<file path="src/csc_cfg.svh">
// Constants of the charge sequence controller: offsets, resets, timings.
// Assumes a 10 MHz core clock; included by bare name.
`ifndef CSC_CFG_SVH
`define CSC_CFG_SVH
// Clock rate
`define CSC_CLK_MHZ 10
// Register byte offsets
`define CSC_OFS_CTRL 8'h00
`define CSC_OFS_VREG 8'h04
`define CSC_OFS_ICHG 8'h08
`define CSC_OFS_DUTY 8'h0C
`define CSC_OFS_STAT 8'h10
// Control bit positions
`define CSC_B_DIS 0
`define CSC_B_PRST 1
`define CSC_B_BST 2
`define CSC_B_HIZ 3
`define CSC_B_TERM 4
`define CSC_B_STEN 5
`define CSC_B_KICK 6
// Reset values, regulation code ceiling and short current code
`define CSC_VREG_DEF 6'h02
`define CSC_VREG_MAX 6'h2F
`define CSC_ICHG_DEF 4'h0
`define CSC_IIN_DEF 4'h0
`define CSC_DUTY_DEF 8'h80
`define CSC_SHORT_CODE 4'h0
// Timing: one millisecond tick, times in ms except the tick and pulse (us) and ramp (cycles)
`define CSC_TICK_US 1000
`define CSC_DEGL_MS 32
`define CSC_DET_MS 262
`define CSC_SYNC_MS 40
`define CSC_T15_MS 900000
`define CSC_WDG_MS 32000
`define CSC_PULSE_US 128
`define CSC_RAMP_CYC 1000
// Modulator: period in cycles, maximum on time per mille
`define CSC_PWM_PER 200
`define CSC_MAXON_PM 995
`endif

</file>
<file path="src/csc_pkg.sv">
// Types of the charge sequence controller.
// Assumes csc_cfg.svh holds every number.
package csc_pkg;
  // Sequencer states
  typedef enum logic [2:0] {
    S_HIZ = 3'b000, S_PRE = 3'b001, S_FAST = 3'b010, S_DET = 3'b011,
    S_SYNC = 3'b100, S_DONE = 3'b101, S_CFG = 3'b110, S_BOOST = 3'b111
  } csc_state_t;
  // Operating mode reported to the power stage
  typedef enum logic [1:0] {
    M_HIZ = 2'b00, M_CHG = 2'b01, M_CFG = 2'b10, M_BST = 2'b11
  } csc_mode_t;
  // Comparator and event inputs from the analog side
  typedef struct packed {
    logic bat_short;      // Battery below short threshold
    logic bat_below_rch;  // Battery below recharge threshold
    logic bat_below_weak; // Battery below weak-battery threshold
    logic end_current_level_det;      // End current level reached
    logic hs_ilim;        // High-side switch at peak limit
    logic ls_above_thr;   // Low-side current above sync threshold
    logic vbus_below_bat; // Bus below battery sense node
    logic vbus_uvlo;      // Bus below undervoltage
    logic tj_fold;        // Die above thermal fold threshold
    logic tj_fold_hi;     // Die ten degrees above fold
    logic tj_shut;        // Die above thermal cutoff
    logic tj_cool;        // Die ten degrees below cutoff
    logic bus_por;        // Bus power-on reset pulse
    logic chg_fault;      // Any analog charge-mode fault
    logic bst_fault;      // Any analog boost-mode fault
  } csc_sense_t;
  // Drives to the power stage
  typedef struct packed {
    logic hs_on;          // High-side switch gate
    logic ls_on;          // Low-side switch gate
    logic blk_on;         // Input blocking FET gate
    logic det_sink;       // Detection sink current enable
    logic [3:0] cur;      // Charge current code
    logic [5:0] vreg;     // Regulation voltage code
    csc_mode_t mode;      // Operating mode
  } csc_drive_t;
  // Whole state of the controller
  typedef struct packed {
    csc_state_t st;
    logic [13:0] pre;     // Millisecond prescaler
    logic [8:0] tmr;      // Deglitch, detection, sync timer
    logic [19:0] t15;     // Fifteen-minute timer
    logic [14:0] wdg;     // Watchdog timer
    logic [10:0] pls;     // Fault pulse countdown
    logic [9:0] rmp;      // Current slew divider
    logic [7:0] pcnt;     // Modulator period count
    logic ilim_hit;       // Peak limit seen this period
    logic host;           // Host mode
    logic flt_d;          // Fault seen last cycle
    logic tflt;           // Timer fault, sticky
    logic thot;           // Thermal shutdown latch
    logic dis_d;          // Charge-disable last value
    logic [6:0] ctrl;     // Control bits
    logic [5:0] vreg;
    logic [3:0] ichg;
    logic [3:0] iin;
    logic [3:0] cur;
    logic [7:0] duty;
    logic [31:0] rdata;
  } csc_st_t;
endpackage

</file>
<file path="src/csc_ctrl.sv">
// Charge sequence controller: sequencing, timers, indicator, APB regs.
// Assumes synchronous comparator inputs and a zero-wait APB master.
//
// Operation
// - Fixed-period modulator, on-time up to 99.5%
// - Blocking FET off when bus below battery
// - Peak high-side current ends on-time
// - Low-side synchronous only above current threshold
// - Short current while battery below short
// - Slew current to fast or input-limited level
// - Host regulation voltage, fixed in timer mode
// - Deglitch plus end current starts detection
// - Battery still high after detection means done
// - Show done only after sync delay
// - Termination bit zero blocks end sequence
// - Start new cycle on listed triggers
// - Fold current back with die temperature
// - Cutoff suspends charging and freezes the millisecond timers
// - Indicator low while charging and enabled
// - Charge faults give one indicator pulse
// - Boost faults give the same pulse
// - Charge-disable bit one stops charging
// - Parameter reset restores defaults, self-clears
// - Charge, configure or high impedance by faults
// - Boost select and high impedance select
// - Timer mode first, host write starts watchdog
// - Fifteen-minute expiry stops charge with fault
//
// Local design decisions: the address map and the APB interface to the registers.
`timescale 1ns/10ps
`include "csc_cfg.svh"

module csc_ctrl #(
  parameter int TICK_CYC = `CSC_TICK_US * `CSC_CLK_MHZ, // Cycles a ms
  parameter int T15_MS = `CSC_T15_MS,   // Safety timer length
  parameter int WDG_MS = `CSC_WDG_MS,   // Watchdog length
  parameter int PWM_PER = `CSC_PWM_PER  // Modulator period
) (
  input wire logic mclk,                // Core clock
  input wire logic arst_n,              // Async reset
  input wire logic ce,                  // Clock enable
  input wire logic psel,                // APB select
  input wire logic penable,             // APB enable
  input wire logic pwrite,              // APB direction
  input wire logic [7:0] paddr,         // APB byte address
  input wire logic [31:0] pwdata,       // APB write data
  output logic [31:0] prdata,           // APB read data
  output logic pready,                  // APB ready
  output logic pslverr,                 // APB error
  input wire csc_pkg::csc_sense_t sns,  // Analog comparators
  output csc_pkg::csc_drive_t drv,      // Power stage drives
  input wire logic stat_i,              // Indicator pin level
  output logic stat_o,                  // Indicator pin drive
  output logic stat_oe                  // Indicator pin enable
);

  localparam int PULSE_CYC = `CSC_PULSE_US * `CSC_CLK_MHZ;
  localparam int MAXON = PWM_PER * `CSC_MAXON_PM / 1000;

  csc_pkg::csc_st_t s_r;   // Registered state
  csc_pkg::csc_st_t s_nxt; // Next state
  logic tick;              // One-ms timer tick
  logic wr;                // APB write strobe
  logic hit;               // Mapped address
  logic chg_st;            // Charging in progress
  logic pwm_en;            // Modulator may switch
  logic flt_c;             // Charge-mode fault level
  logic flt_now;           // Fault of current mode
  logic restart;           // New charge cycle trigger
  logic [3:0] tgt;         // Current target
  logic unused_pin;        // Pin readback not needed

  //////////////////////////////////////////////////////////////////////////
  // Helpers
  // Decoded mapped offset
  function automatic logic is_reg(input logic [7:0] a);
    is_reg = (a == `CSC_OFS_CTRL) || (a == `CSC_OFS_VREG) ||
             (a == `CSC_OFS_ICHG) || (a == `CSC_OFS_DUTY) ||
             (a == `CSC_OFS_STAT);
  endfunction

  // Smaller of two current codes
  function automatic logic [3:0] min4(input logic [3:0] a,
                                      input logic [3:0] b);
    min4 = (a < b) ? a : b;
  endfunction

  //////////////////////////////////////////////////////////////////////////
  // Decodes
  assign unused_pin = stat_i;
  assign tick = (s_r.pre == 14'(TICK_CYC - 1)) && !s_r.thot;
  assign wr = psel && penable && pwrite;
  assign hit = is_reg(paddr);
  assign chg_st = (s_r.st == csc_pkg::S_PRE) ||
                  (s_r.st == csc_pkg::S_FAST) ||
                  (s_r.st == csc_pkg::S_DET) ||
                  (s_r.st == csc_pkg::S_SYNC);
  // Modulator stops in detection and in thermal shutdown
  assign pwm_en = !s_r.thot && ((s_r.st == csc_pkg::S_PRE) ||
                  (s_r.st == csc_pkg::S_FAST) ||
                  (s_r.st == csc_pkg::S_BOOST));
  assign flt_c = sns.chg_fault || s_r.tflt || sns.vbus_uvlo;
  assign flt_now = s_r.thot ||
                   ((s_r.st == csc_pkg::S_BOOST) ? sns.bst_fault : flt_c);
  // Restart triggers of a new cycle
  assign restart = (sns.bus_por && sns.bat_below_weak) ||
                   (s_r.ctrl[`CSC_B_DIS] != s_r.dis_d) ||
                   s_r.ctrl[`CSC_B_PRST];
  // Fold target: half current in fold, zero ten degrees above
  assign tgt = sns.tj_fold_hi ? 4'h0 :
               sns.tj_fold ? (min4(s_r.ichg, s_r.iin) >> 1) :
               min4(s_r.ichg, s_r.iin);

  //////////////////////////////////////////////////////////////////////////
  // Next-state logic
  always_comb begin
    s_nxt = s_r;
    s_nxt.pre = tick || (s_r.pre == 14'(TICK_CYC - 1)) ? 14'h0000 :
                (s_r.thot ? s_r.pre : s_r.pre + 14'h0001);
    s_nxt.dis_d = s_r.ctrl[`CSC_B_DIS];
    s_nxt.flt_d = flt_now;
    s_nxt.ctrl[`CSC_B_PRST] = 1'b0;
    s_nxt.ctrl[`CSC_B_KICK] = 1'b0;
    // Thermal latch with hysteresis
    if (sns.tj_shut) begin
      s_nxt.thot = 1'b1;
    end else if (sns.tj_cool) begin
      s_nxt.thot = 1'b0;
    end
    // Modulator period and peak-limit latch
    if (s_r.pcnt == 8'(PWM_PER - 1)) begin
      s_nxt.pcnt = 8'h00;
      s_nxt.ilim_hit = 1'b0;
    end else begin
      s_nxt.pcnt = s_r.pcnt + 8'h01;
      if (sns.hs_ilim) begin
        s_nxt.ilim_hit = 1'b1;
      end
    end
    // Fault pulse on each fault entry only
    if (flt_now && !s_r.flt_d) begin
      s_nxt.pls = 11'(PULSE_CYC);
    end else if (s_r.pls != 11'h000) begin
      s_nxt.pls = s_r.pls - 11'h001;
    end
    // Current slew toward target
    if (s_r.st == csc_pkg::S_PRE) begin
      s_nxt.cur = `CSC_SHORT_CODE;
    end else if (s_r.rmp == 10'(`CSC_RAMP_CYC - 1)) begin
      s_nxt.rmp = 10'h000;
      if (s_r.cur < tgt) begin
        s_nxt.cur = s_r.cur + 4'h1;
      end else if (s_r.cur > tgt) begin
        s_nxt.cur = s_r.cur - 4'h1;
      end
    end else begin
      s_nxt.rmp = s_r.rmp + 10'h001;
    end
    // Safety timer in timer mode while charging
    if (!s_r.host && chg_st && tick) begin
      if (s_r.t15 == 20'(T15_MS - 1)) begin
        s_nxt.tflt = 1'b1;
        s_nxt.t15 = 20'h00000;
      end else begin
        s_nxt.t15 = s_r.t15 + 20'h00001;
      end
    end
    // Watchdog in host mode; expiry drops back to timer mode
    if (s_r.host && tick) begin
      if (s_r.wdg == 15'(WDG_MS - 1)) begin
        s_nxt.host = 1'b0;
        s_nxt.wdg = 15'h0000;
        s_nxt.vreg = `CSC_VREG_DEF;
        s_nxt.ichg = `CSC_ICHG_DEF;
        s_nxt.iin = `CSC_IIN_DEF;
      end else begin
        s_nxt.wdg = s_r.wdg + 15'h0001;
      end
    end
    // Sequencer, frozen in thermal shutdown
    if (!s_r.thot) begin
      case (s_r.st)
        csc_pkg::S_PRE: begin
          if (!sns.bat_short) begin
            s_nxt.st = csc_pkg::S_FAST;
          end
        end
        csc_pkg::S_FAST: begin
          if (!(s_r.host && s_r.ctrl[`CSC_B_TERM]) ||
              sns.bat_below_rch) begin
            s_nxt.tmr = 9'h000;
          end else if (s_r.tmr < 9'(`CSC_DEGL_MS)) begin
            s_nxt.tmr = s_r.tmr + {8'h00, tick};
          end else if (sns.end_current_level_det) begin
            s_nxt.st = csc_pkg::S_DET;
            s_nxt.tmr = 9'h000;
          end
        end
        csc_pkg::S_DET: begin
          if (s_r.tmr == 9'(`CSC_DET_MS)) begin
            s_nxt.tmr = 9'h000;
            // Battery absent: defaults and resume
            if (sns.bat_below_rch) begin
              s_nxt.st = csc_pkg::S_PRE;
              s_nxt.vreg = `CSC_VREG_DEF;
              s_nxt.ichg = `CSC_ICHG_DEF;
              s_nxt.iin = `CSC_IIN_DEF;
            end else begin
              s_nxt.st = csc_pkg::S_SYNC;
            end
          end else begin
            s_nxt.tmr = s_r.tmr + {8'h00, tick};
          end
        end
        csc_pkg::S_SYNC: begin
          if (s_r.tmr == 9'(`CSC_SYNC_MS)) begin
            s_nxt.st = csc_pkg::S_DONE;
            s_nxt.tmr = 9'h000;
          end else begin
            s_nxt.tmr = s_r.tmr + {8'h00, tick};
          end
        end
        csc_pkg::S_DONE: begin
          if (sns.bat_below_rch) begin
            s_nxt.st = csc_pkg::S_PRE;
          end
        end
        default: begin
          s_nxt.st = csc_pkg::S_PRE;
          s_nxt.tmr = 9'h000;
        end
      endcase
      // Mode selection overrides the charge sequence
      if (s_r.ctrl[`CSC_B_HIZ] || s_r.ctrl[`CSC_B_DIS]) begin
        s_nxt.st = csc_pkg::S_HIZ;
      end else if (s_r.ctrl[`CSC_B_BST]) begin
        s_nxt.st = sns.bst_fault ? csc_pkg::S_CFG :
                   csc_pkg::S_BOOST;
      end else if (flt_c) begin
        s_nxt.st = sns.vbus_uvlo ? csc_pkg::S_HIZ :
                   csc_pkg::S_CFG;
      end else if (restart || !(chg_st || s_r.st == csc_pkg::S_DONE)) begin
        s_nxt.st = csc_pkg::S_PRE;
        s_nxt.tmr = 9'h000;
      end
    end
    // Bus power-on clears the timer fault; a new expiry still wins
    if (sns.bus_por && !(tick && s_nxt.tflt && !s_r.tflt)) begin
      s_nxt.tflt = 1'b0;
    end
    // Read data latched in the setup phase
    if (psel && !penable) begin
      case (paddr)
        `CSC_OFS_CTRL: s_nxt.rdata = {25'h0000000, s_r.ctrl};
        `CSC_OFS_VREG: s_nxt.rdata = {26'h0000000, s_r.vreg};
        `CSC_OFS_ICHG: s_nxt.rdata = {24'h000000, s_r.iin, s_r.ichg};
        `CSC_OFS_DUTY: s_nxt.rdata = {24'h000000, s_r.duty};
        `CSC_OFS_STAT: s_nxt.rdata = {21'h000000, s_r.cur, s_r.st,
                                      s_r.thot, s_r.tflt, s_r.host,
                                      flt_now};
        default: s_nxt.rdata = 32'h00000000;
      endcase
    end
    // Register writes; any mapped write puts the block in host mode
    if (wr && hit) begin
      s_nxt.host = 1'b1;
      s_nxt.wdg = 15'h0000;
      s_nxt.t15 = 20'h00000;
      case (paddr)
        `CSC_OFS_CTRL: begin
          s_nxt.ctrl = pwdata[6:0];
          if (pwdata[`CSC_B_PRST]) begin
            s_nxt.vreg = `CSC_VREG_DEF;
            s_nxt.ichg = `CSC_ICHG_DEF;
            s_nxt.iin = `CSC_IIN_DEF;
            s_nxt.duty = `CSC_DUTY_DEF;
            s_nxt.ctrl[`CSC_B_TERM] = 1'b1;
            s_nxt.ctrl[`CSC_B_STEN] = 1'b1;
          end
        end
        `CSC_OFS_VREG: begin
          s_nxt.vreg = (pwdata[5:0] > `CSC_VREG_MAX) ? `CSC_VREG_MAX :
                       pwdata[5:0];
        end
        `CSC_OFS_ICHG: begin
          s_nxt.ichg = pwdata[3:0];
          s_nxt.iin = pwdata[7:4];
        end
        `CSC_OFS_DUTY: s_nxt.duty = pwdata[7:0];
        default: s_nxt.duty = s_r.duty;
      endcase
    end
  end

  //////////////////////////////////////////////////////////////////////////
  // State register, frozen while ce is low
  always_ff @(posedge mclk or negedge arst_n) begin
    if (!arst_n) begin
      s_r <= '0;
      s_r.st <= csc_pkg::S_HIZ;
      s_r.ctrl <= 7'h30; // Termination and indicator enabled
      s_r.vreg <= `CSC_VREG_DEF;
      s_r.ichg <= `CSC_ICHG_DEF;
      s_r.iin <= `CSC_IIN_DEF;
      s_r.duty <= `CSC_DUTY_DEF;
    end else if (ce) begin
      s_r <= s_nxt;
    end
  end

  //////////////////////////////////////////////////////////////////////////
  // Outputs
  assign pready = 1'b1;
  assign pslverr = psel && penable && !hit;
  assign prdata = s_r.rdata;
  assign drv.hs_on = pwm_en && !s_r.ilim_hit && !sns.hs_ilim &&
                     (s_r.pcnt < s_r.duty) &&
                     (s_r.pcnt < 8'(MAXON));
  assign drv.ls_on = pwm_en && !drv.hs_on && sns.ls_above_thr;
  assign drv.blk_on = !sns.vbus_below_bat &&
                      (s_r.st != csc_pkg::S_HIZ);
  assign drv.det_sink = (s_r.st == csc_pkg::S_DET);
  assign drv.cur = s_r.cur;
  assign drv.vreg = s_r.host ? s_r.vreg : `CSC_VREG_DEF;
  assign drv.mode = (s_r.st == csc_pkg::S_HIZ) ? csc_pkg::M_HIZ :
                    (s_r.st == csc_pkg::S_CFG) ? csc_pkg::M_CFG :
                    (s_r.st == csc_pkg::S_BOOST) ? csc_pkg::M_BST :
                    csc_pkg::M_CHG;
  assign stat_o = 1'b0;
  // Pulse takes priority; otherwise low while charging
  assign stat_oe = (s_r.pls != 11'h000) ||
                   (chg_st && s_r.ctrl[`CSC_B_STEN]);
endmodule

</file>
<file path="config.mk">
export PLATFORM = sky130hd
export DESIGN_NAME = csc_ctrl
export DESIGN_NICKNAME = d
export VERILOG_FILES = /design/src/csc_pkg.sv /design/src/csc_ctrl.sv
export VERILOG_INCLUDE_DIRS = /design/src
export SDC_FILE = /design/constraint.sdc
export NUM_CORES = 1
export LEC_CHECK = 0
export BUFFER_PORTS_ARGS = -buffer_cell sky130_fd_sc_hd__buf_2
export CORE_MARGIN = 2
export CORE_UTILIZATION = 40
export CTS_CLUSTER_DIAMETER = 200
export DETAILED_ROUTE_END_ITERATION = 16
export PLACE_DENSITY = 0.56
export SYNTH_ARGS = -nofsm -noshare
export SYNTH_HDL_FRONTEND = slang
export SYNTH_SLANG_ARGS = --single-unit
</file>
<file path="constraint.sdc">
create_clock -name mclk -period 5.4 [get_ports mclk]
set_input_delay 1.08 -clock mclk [delete_from_list [all_inputs] [get_ports mclk]]
set_output_delay 1.08 -clock mclk [all_outputs]
set_load 0.02 [all_outputs]
</file>
======== After elaboration in Yosys (flattened, before gate mapping) ========
Index checks and enable logic that the tools add are counted.
storage, ports and cells
  register bits after elaboration ......... 161
  output and inout bits ................... 52
  word-level logic and storage cells ...... 225
cells by class
  $add $sub $neg .......................... 9
  magnitude comparators ................... 7
  eq/ne operators ......................... 28
  muxes and demuxes ....................... 73
  bitwise gates (word level) .............. 2
  reduce and logical (&&, ||, !) cells .... 84
operators by type and width
  kind                   number
  $mux 14                9
  $mux 9                 10
  $pmux 11 s5            1
  $mux 20                2
  $mux 3                 13
  $pmux 9 s4             1
  $mux 35                1
  $pmux 8 s2             2
  $mux 15                2
  $mux 4                 7
  $logic_and 1x1->1      24
  $ne 6x4->1 const B     4
  $mux 11                2
  $mux 21                1
  $add 20x1->20 const B  1
  $eq 20x20->1 const B   1
  $logic_or 1x1->1       19
  $reduce_and 2->1       9
  $eq 8x4->1 const B     2
  $reduce_bool 2->1      8
  $add 15x1->15 const B  1
  $eq 15x15->1 const B   1
  $pmux 3 s5             1
  $add 14x1->14 const B  1
  45 further kinds       80

======== Longest topological paths before layout ========
Gate-level depths: netlist of the first run.
  depth after elaboration ................. 12
  gate-level depth with buffers ........... 18
  depth with buffers taken out ............ 18

======== Worst setup path after synthesis of the first run ========
Ideal clock, no wire load.
  path type ............................... register to register
  start ................................... register s_r[47] in the netlist's numbering
  end ..................................... register s_r (netlist bit drv[11])
  setup time .............................. 129 ps
  arrival ................................. 3,779 ps
  slack ................................... 1,492 ps
  stages on the path, launching flop included .. 19
  buffers on the path ..................... 0
  path through ............................ dfrtp_1 -> inv_1 -> ha_1 -> a21oi_1 -> o21ai_0 -> mux2_2 -> nor2_1 -> a211o_1 -> ha_1 -> a21o_1 -> a211oi_1 -> inv_1 -> ha_1 -> a21o_1 -> a21oi_1 -> xor2_1 -> nor2_1 -> o21ai_0 -> o21ai_0
between the ends
  cells in the longest elaborated chain, start to end .. 8
  elaborated cells on any way between the ends .. 11
RTL lines
  element                   line             text
  start: declaration        csc_ctrl.sv:60   csc_pkg::csc_st_t s_r;
  start signal: assignment  csc_ctrl.sv:307  s_r <= s_nxt;
  $lt 4x4->1                csc_ctrl.sv:85   min4 = (a < b) ? a : b;
  $mux 4 (*)                csc_ctrl.sv:85
  $mux 4 (*)                csc_ctrl.sv:111  sns.tj_fold ? (min4(s_r.ichg, s_r.iin) >> 1) :
  $mux 4 (*)                csc_ctrl.sv:110  assign tgt = sns.tj_fold_hi ? 4'h0 :
  $lt 4x4->1                csc_ctrl.sv:151  if (s_r.cur < tgt) begin
  $mux 4                    csc_ctrl.sv:151
  $mux 4                    csc_ctrl.sv:149  end else if (s_r.rmp == 10'(`CSC_RAMP_CYC - 1)) begin
  $mux 4                    csc_ctrl.sv:147  if (s_r.st == csc_pkg::S_PRE) begin
Every way passes the cells marked *; elsewhere a longest branch is shown, timed or not. The select of a mux whose other input is x is not followed.
A chain may end at the register's enable or synchronous reset.

======== Worst setup path in the final report of the first run ========
Ends and elaborated chain as after synthesis.

==> run_results.csv, run 1 <==
group,metric,value,unit
outcome,outcome,"finished, final reports clean",
flow_run,drv_cap,0,
clocking,htreeDepth,4,
drt,wl_per_cell,16.4,um
global_routing,grt.total_usage,0.194,
setup_path,cp.required,5.71,ns
synth,async_flop_share,1.00,
power_and_ir_drop,power.total,2.99,mW
clocking,cts_root_buffer,"clkbuf_16",
sta,hold_viol,0,
global_routing,grt_antenna_before_repair,0,
cells_and_area,final_cells,1246,
floorplan,ios,114,
drt,drtPass1Iterations,5,
clocking,postCtsSetupBuffers,0,
clocking,clock_sinks,140,
drt,wl_met3,936,um
sta,fin_skew,0.0144,ns
sta,timing.final.crit_share,0.796,
floorplan,die_width,149,um
place,post-dp-hpwl,14500,um
cells_and_area,antennaDiodeCount,0,
power_and_ir_drop,p_leak,4.09,nW
sta,relSlewSlack,0.251,
drt,wirelength,20500,um
clocking,cts_hold_buf,0,
setup_path,cp.arrival,4.61,ns
clocking,clk-insertion-delay-late,0.43,ns
worst_hold_path,min_delay_path_depth,2,
drt,final_antenna_net_count,0,
sta,slew_viol_final,0,
floorplan,die_h,149,um
clocking,cts_inserted_buffers,17,
synth,syn_area_per_cell,9.06,um2
setup_path,crit_path_start_kind,"flip-flop",
setup_path,rrSetupSlack,1.10,ns
synth,synth-main-ff-cell,"dfrtp_1",
place,dp_cells,1214,
setup_path,reg2regPathDepth,18,
synth,synth_cell_types,74,
sta,min_period,4.30,ns
worst_hold_path,whs_endpoint,"prdata[4]",
synth,synth-seq-area-share,0.419,
clocking,cts_buffer_depth,2,
cells_and_area,fillers,2016,
cells_and_area,nNetsFinal,1050,
worst_hold_path,hold_path.class,"reg2reg",
clocking,clk_pin_slew,0.07,ns
drt,drtIter0Drc,420,
floorplan,placementRows,52,
floorplan,coreArea,20400,um2
sta,hold_ws,0.469,ns
clocking,cts_resized,0,
clocking,tritoncts,"done",
floorplan,die-area,22100,um2
cells_and_area,drive_gt1_frac,0.140,
synth,synth_edf_count,0,
synth,ys_warn_count,0,
setup_path,cp_max_fo,5,
setup_path,critical_path_class,"reg2reg",
synth,synth_seq_cells,140,
setup_path,endpoint_kind,"flip-flop",
worst_hold_path,hold_start,"prdata[4]",
setup_path,r2r_end,"drv[11]",
global_routing,grt_overflow,0,
sta,finalSetupTns,0,ns
global_routing,grt_max_degree,100,
setup_path,reg2reg_from,"s_r[47]",
power_and_ir_drop,pwr_density_cell,321,nW/um2
drt,drc,0,
place,port_buffers,65,
sta,fmax,233,MHz
floorplan,floorplan.initialDensity,0.411,
drt,viasPerCell,5.51,
power_and_ir_drop,ir_drop,0.212,mV
drt,met1_length,10000,um
sta,worst_slew_pin_slew,1.12,ns
global_routing,grt_first_pass_wirelength,34100,um
drt,dr_wl_met2,9340,um
synth,syn_inst,924,
place,gp_congestion,0.825,
synth,syn_area,8370,um2
global_routing,grt_pass1_vias,6364,
sta,finalSetupViolations,0,
drt,num_vias,6864,
cells_and_area,area_growth,11.2,%
sta,grt_setup_unrepaired,"false",
drt,top_layer_used,"met4",
-- worst max-delay path by stage --
stage,startpoint,end,slack [ns]
final,s_r[47],drv[11],1.10
after CTS,s_r[47],drv[11],1.12
after floorplan,s_r[47],drv[11],1.49
after global placement,s_r[47],drv[11],1.20
after global routing,s_r[47],drv[11],0.65
after detailed placement,s_r[47],drv[11],1.14
-- report_power, final --
group,internal (mW),switching [mW]
Sequential,1.15,0.144
Combinational,0.230,0.299
Clock,0.681,0.479
-- synth_stat cells, drive strengths merged (9+ instances only) --
cell | count | area (um2)
o21ai | 79 | 399
a22o | 23 | 203
nor4 | 10 | 92.6
nor3 | 21 | 105
a21oi | 32 | 160
and2 | 12 | 75.1
dfrtp | 136 | 3400
o31ai | 25 | 188
inv | 34 | 128
a31oi | 12 | 75.1
buf | 51 | 352
and3 | 15 | 93.8
ha | 24 | 300
xnor2 | 14 | 123
mux2 | 11 | 135
mux2i | 14 | 140
nand2 | 86 | 323
o2bb2ai | 9 | 78.8
or4 | 11 | 93.8
clkbuf | 21 | 78.8
nand4 | 19 | 119
nor2 | 94 | 355
nand3 | 39 | 195
xor2 | 18 | 158
-- per-layer routing --
layer	vias to the layer above	track usage
met5	-	0
met4	0	0.0467
met3	21	0.0402
met2	136	0.297
met1	3318	0.283
li1	3389	-
-- cells by family (layout without fill, tap and decap cells) --
kind of cell               count (synthesis)  in the layout  share of synthesized area
xor gates and xnor gates                  32             32                     0.0335
other                                      2             23                   0.000897
and+or+nand+nor                          364            364                      0.226
muxes                                     25             25                     0.0329
adders and majority gates                 25             25                     0.0383
AOI/OAI and AO/OA                        230            230                      0.183
DFF                                      140            140                      0.419
buffers and inverters                    106            137                     0.0666
-- flip-flops by register name, indices dropped and copies added (netlist names) --
name / cells
drv: 4
prdata: 11
s_nxt: 1
s_r: 124
-- metrics by stage --
step | setup WS (ns) | cell area [um2] | utilization
3_3_place_gp | 1.20 | 8740 | 0.429
6_report | 1.10 | 9310 | 0.457
4_1_cts | 1.12 | 9310 | 0.457
2_1_floorplan | 1.49 | 8450 | -
3_5_place_dp | 1.14 | 8740 | 0.429
5_1_grt | 0.654 | 9310 | 0.457
-- layout make-up --
cell class,instances,area [um2],share of cell area
Multi-Input combinational cell,699,4390,0.471
Tap cell,270,338,0.0363
Sequential cell,140,3510,0.377
Clock buffer,18,429,0.0461
Timing Repair Buffer,71,377,0.0405
Inverter,34,128,0.0137
Clock inverter,14,145,0.0156
-- worst max-delay path, stage by stage, from the launching register on --
cell and delay (ns):
dfrtp_1 0.37, inv_1 0.07, ha_1 0.31, a21oi_1 0.22, o21ai_0 0.22, mux2_2 0.29
nor2_1 0.04, a211o_1 0.27, ha_1 0.30, a21o_1 0.19, a211oi_1 0.61, inv_1 0.15
ha_1 0.31, a21o_1 0.18, a21oi_1 0.17, xor2_1 0.20, nor2_1 0.06, o21ai_0 0.13
o21ai_0 0.09
-- layout by cell type (no fill, tap or decap), types with 12 or more instances in the layout --
cell type | Yosys | layout
nor2_1 | 93 | 93
o21ai_0 | 75 | 75
nand3_1 | 39 | 39
and2_1 | 12 | 12
and3_1 | 15 | 15
inv_1 | 34 | 34
nor3_1 | 21 | 21
o31ai_1 | 25 | 25
dfrtp_1 | 136 | 136
xor2_1 | 18 | 18
conb_1 | 2 | 23
nand4_1 | 19 | 19
a21oi_1 | 32 | 32
nand2_1 | 86 | 86
clkbuf_16 | 0 | 17
a22o_1 | 22 | 22
a31oi_1 | 12 | 12
xnor2_1 | 14 | 14
buf_2 | 5 | 64
ha_1 | 24 | 24
mux2i_1 | 14 | 14
Power figures use the tool's default switching activity.
==> inputs of run 2 (changes only) <==
==> constraint.sdc (replaced) <==
create_clock -name mclk -period 4.4 [get_ports mclk]
set_input_delay 0.88 -clock mclk [delete_from_list [all_inputs] [get_ports mclk]]
set_output_delay 0.88 -clock mclk [all_outputs]
set_load 0.02 [all_outputs]
==> run_results.csv, run 2 (synthesized netlist as in run 1, its figures left out) <==
group,metric,value,unit
clocking,clk_pin_slew,0.06,ns
drt,viasPerCell,5.46,
sta,hold_viol,0,
outcome,outcome,"finished, final reports clean",
power_and_ir_drop,p_leak,4.09,nW
worst_hold_path,whs_endpoint,"prdata[7]",
clocking,cts_hold_buf,0,
power_and_ir_drop,ir_drop,0.239,mV
global_routing,grt_first_pass_wirelength,34300,um
global_routing,grt_overflow,0,
sta,fin_skew,0.0111,ns
cells_and_area,layout_commonest_cell,"dfrtp_1",
cells_and_area,largest_reg_flops,124,
sta,final_critical_path_setup_slack,0.455,ns
cells_and_area,final_cell_mix,"dfrtp_1 (136), nor2_1 (93), nand2_1 (86), o21ai_0 (75), buf_2 (64)",
clocking,tritoncts,"done",
drt,wirelength,20600,um
floorplan,die-area,22100,um2
place,gp_congestion,0.813,
cells_and_area,final_cells,1246,
global_routing,grt_antenna_before_repair,0,
setup_path,cp.required,4.70,ns
setup_path,startpoint,"s_r[47]",
drt,wl_per_cell,16.5,um
clocking,clock_sinks,140,
floorplan,die_width,149,um
clocking,clk-insertion-delay-late,0.42,ns
global_routing,grt_pass1_vias,6498,
setup_path,reg2reg_from,"s_r[47]",
clocking,cts_root_buffer,"clkbuf_16",
sta,relSlewSlack,0.230,
setup_path,rrSetupSlack,0.46,ns
floorplan,coreArea,20400,um2
cells_and_area,nNetsFinal,1052,
place,dp_cells,1216,
floorplan,placementRows,52,
setup_path,r2r_end,"drv[11]",
clocking,postCtsSetupBuffers,0,
floorplan,die_h,149,um
sta,timing.final.crit_share,0.896,
cells_and_area,area_growth,11.2,%
global_routing,grt_max_degree,94,
worst_hold_path,min_delay_path_depth,2,
drt,drtPass1Iterations,5,
clocking,cts_buffer_depth,2,
clocking,htreeDepth,4,
global_routing,grt.total_usage,0.195,
cells_and_area,largest-register,"s_r",
worst_hold_path,hold_start,"prdata[7]",
setup_path,endpoint_kind,"flip-flop",
sta,min_period,3.94,ns
sta,finalSetupTns,0,ns
setup_path,reg2regPathDepth,18,
sta,slew_viol_final,0,
place,post-dp-hpwl,14600,um
clocking,cts_resized,0,
drt,final_antenna_net_count,0,
power_and_ir_drop,pwr_density_cell,391,nW/um2
sta,worst_slew_pin_slew,1.15,ns
drt,drtIter0Drc,396,
setup_path,cp_max_fo,3,
cells_and_area,drive_gt1_frac,0.139,
floorplan,ios,114,
worst_hold_path,hold_path.class,"reg2reg",
setup_path,critical_path_class,"reg2reg",
sta,grt_setup_unrepaired,"false",
sta,finalSetupViolations,0,
floorplan,floorplan.initialDensity,0.411,
setup_path,crit_path_start_kind,"flip-flop",
flow_run,drv_cap,0,
setup_path,cp.arrival,4.24,ns
sta,fmax,254,MHz
drt,drc,0,
clocking,cts_inserted_buffers,17,
drt,num_vias,6806,
place,port_buffers,65,
place,place_ws,0.488,ns
run 2: how the worst max path moves through the flow:
stage | slack [ns] | depth (start not counted) | end
final | 0.46 | 18 | drv[11]
after global placement | 0.56 | 18 | drv[11]
after floorplan | 0.49 | 18 | drv[11]
after CTS | 0.45 | 18 | drv[11]
after detailed placement | 0.49 | 17 | drv[11]
after global routing | 0.03 | 18 | drv[11]
run 2: worst max-delay path: stages, from the launching register on:
cell and delay (ns):
dfrtp_1 0.37, inv_1 0.07, ha_1 0.31, a21oi_1 0.22
o21ai_0 0.22, mux2_2 0.29, nor2_1 0.04, a211o_1 0.27
ha_1 0.31, a21o_1 0.18, a211oi_1 0.32, inv_1 0.11
ha_1 0.29, a21o_1 0.18, a21oi_1 0.17, xor2_1 0.20
nor2_1 0.06, o21ai_0 0.13, o21ai_0 0.10
run 2: metal layers:
layer,track usage,up-vias,wire length (um)
met5,0,-,0
met4,0.0395,0,167
met1,0.287,3283,10500
met3,0.0359,16,655
li1,-,3386,-
met2,0.300,121,9230
run 2: layout make-up:
type / count / area, um2
Antenna cell: 1 / 2.50
Clock buffer: 18 / 429
Clock inverter: 11 / 125
Fill cell: 2043 / 11100
Inverter: 34 / 128
Multi-Input combinational cell: 699 / 4390
Sequential cell: 140 / 3510
Tap cell: 270 / 338
Timing Repair Buffer: 73 / 392
run 2: through the flow:
step | area (um2) | hold WS (ns) | power [mW] | util
after global routing | 9310 | 0.500 | 3.84 | 0.457
after global placement | 8750 | 0.459 | 2.26 | 0.430
after detailed placement | 8750 | 0.465 | 2.28 | 0.430
after floorplan | 8450 | 0.437 | 2.08 | -
final | 9310 | 0.475 | 3.64 | 0.457
after CTS | 9310 | 0.478 | 3.68 | 0.457
run 2: report_power, final:
group	internal [mW]	leakage (nW)	switching (mW)	total, mW
registers	1.42	1.87	0.182	1.60
clock network	0.824	0.267	0.560	1.38
logic	0.285	1.96	0.371	0.656
total	2.53	4.09	1.11	3.64
==> inputs of run 3 (changes only) <==
--- a/config.mk
+++ b/config.mk
@@ -11,7 +11,7 @@
 export CORE_UTILIZATION = 40
 export CTS_CLUSTER_DIAMETER = 200
 export DETAILED_ROUTE_END_ITERATION = 16
-export PLACE_DENSITY = 0.56
+export PLACE_DENSITY = 0.63
 export SYNTH_ARGS = -nofsm -noshare
 export SYNTH_HDL_FRONTEND = slang
 export SYNTH_SLANG_ARGS = --single-unit
==> run_results.csv, run 3 (synthesized netlist as in run 1, its figures left out) <==
group,metric,value,unit
sta,worst_slew_pin_slew,1.15,ns
cells_and_area,final_cell_mix,"dfrtp_1 (136), nor2_1 (93), nand2_1 (86), o21ai_0 (75), buf_2 (64)",
sta,min_period,4.02,ns
setup_path,rrSetupSlack,0.38,ns
drt,wl_per_cell,16.3,um
global_routing,grt_pass1_vias,6475,
cells_and_area,area_growth,11.5,%
sta,relSlewSlack,0.228,
cells_and_area,nNetsFinal,1052,
floorplan,die-area,22100,um2
setup_path,cp_num_cells,18,
worst_hold_path,min_delay_path_depth,2,
cells_and_area,final_util,0.458,
clocking,clk_pin_slew,0.06,ns
power_and_ir_drop,pwr_density_cell,391,nW/um2
drt,num_vias,6914,
clocking,clk-insertion-delay-late,0.43,ns
cells_and_area,largest-register,"s_r",
power_and_ir_drop,ir_drop,0.290,mV
sta,grt_setup_unrepaired,"false",
clocking,postCtsSetupBuffers,0,
setup_path,cp.required,4.71,ns
floorplan,ios,114,
floorplan,die_h,149,um
drt,drtIter0Drc,468,
drt,viasPerCell,5.54,
sta,finalSetupTns,0,ns
setup_path,crit_family,"compound AO/OA/AOI/OAI gates",
setup_path,reg2reg_from,"s_r[47]",
worst_hold_path,hold_start,"prdata[8]",
global_routing,grt_antenna_before_repair,0,
clocking,cts_resized,0,
place,post-dp-hpwl,14300,um
clocking,cts_root_buffer,"clkbuf_16",
sta,fin_skew,0.00773,ns
setup_path,critical_path_class,"reg2reg",
outcome,outcome,"finished, final reports clean",
sta,slew_viol_final,0,
floorplan,floorplan.initialDensity,0.411,
sta,fmax,249,MHz
clocking,cts_inserted_buffers,17,
setup_path,path_buf_inv,2,
drt,drc,0,
place,gp_congestion,0.812,
cells_and_area,drive_gt1_frac,0.141,
clocking,cts_buffer_depth,2,
clocking,clock_sinks,140,
global_routing,grt_max_degree,97,
cells_and_area,layout_commonest_cell,"dfrtp_1",
floorplan,die_width,149,um
power_and_ir_drop,power.total,3.65,mW
place,port_buffers,65,
drt,wirelength,20300,um
sta,timing.final.crit_share,0.913,
sta,finalSetupViolations,0,
setup_path,cp_cell_sequence,"inv_1, ha_1, a21oi_1, o21ai_0, mux2_2, nor2_1, a211o_1, ha_1, a21o_1, a211oi_1, inv_1, ha_1, a21o_1, a21oi_1, xor2_1, nor2_1, o21ai_0, o21ai_0",
clocking,cts_hold_buf,0,
clocking,htreeDepth,4,
clocking,tritoncts,"done",
setup_path,cp_slowest_stage_delay,0.37,ns
worst_hold_path,hold_path.class,"reg2reg",
sta,hold_viol,0,
floorplan,coreArea,20400,um2
setup_path,cp_max_fo,3,
setup_path,crit_path_start_kind,"flip-flop",
flow_run,drv_cap,0,
setup_path,endpoint_kind,"flip-flop",
floorplan,placementRows,52,
setup_path,r2r_end,"drv[11]",
global_routing,grt.total_usage,0.189,
global_routing,grt_first_pass_wirelength,33400,um
global_routing,grt_overflow,0,
worst_hold_path,whs_endpoint,"prdata[8]",
drt,final_antenna_net_count,0,
power_and_ir_drop,p_leak,4.10,nW
cells_and_area,largest_reg_flops,124,
setup_path,slowest_stage,"dfrtp_1",
setup_path,reg2regPathDepth,18,
drt,drtPass1Iterations,5,
setup_path,cp.arrival,4.33,ns
cells_and_area,antennaDiodeCount,0,
-- run 3: changes by cell type in the layout (fill, tap and decap cells not counted), sizes merged --
cell      previous run  this run
clkbuf              18        22
clkinv               7         3
clkinvlp             2         4
bufinv               2         1
diode                1         0
inv                 34        35
-- run 3: worst max-delay path by stage --
stage	endpoint	slack [ns]	start
2_1_floorplan	drv[11]	0.49	s_r[47]
3_3_place_gp	drv[11]	0.57	s_r[47]
3_5_place_dp	drv[11]	0.45	s_r[47]
4_1_cts	drv[11]	0.41	s_r[47]
5_1_grt	drv[11]	0.12	s_r[47]
6_report	drv[11]	0.38	s_r[47]
-- run 3: cell type report --
| type | count | area [um2] |
|---|---|---|
| Fill cell | 1979 | 11000 |
| Multi-Input combinational cell | 699 | 4390 |
| Sequential cell | 140 | 3510 |
| Clock buffer | 22 | 484 |
| Timing Repair Buffer | 73 | 404 |
| Tap cell | 270 | 338 |
| Inverter | 34 | 128 |
| Clock inverter | 9 | 87.6 |
-- run 3: worst min-delay path: stages, from the launching register on --
cell and delay (ns):
dfrtp_1 0.34, nand2_1 0.04, o21ai_0 0.06
-- run 3: per-stage QoR --
stage | instances | hold WS (ns) | cell area, um2 | worst slack [ns]
2_1_floorplan | 945 | 0.437 | 8450 | 0.492
3_3_place_gp | 1216 | 0.456 | 8760 | 0.573
3_5_place_dp | 1216 | 0.465 | 8760 | 0.451
4_1_cts | 1247 | 0.477 | 9340 | 0.409
5_1_grt | 1247 | 0.497 | 9340 | 0.115
6_report | 1247 | 0.473 | 9340 | 0.381
-- run 3: where the power goes --
part / internal, mW / total [mW] / switching (mW)
Combinational: 0.287 / 0.658 / 0.371
Clock: 0.834 / 1.40 / 0.563
Sequential: 1.42 / 1.60 / 0.179
Total: 2.54 / 3.65 / 1.11
-- run 3: layer usage --
| metal | GRT usage | routed length [um] |
|---|---|---|
| met1 | 0.272 | 9810 |
| met2 | 0.292 | 9270 |
| met3 | 0.0310 | 881 |
| met4 | 0.0610 | 346 |
| met5 | 0 | 0 |
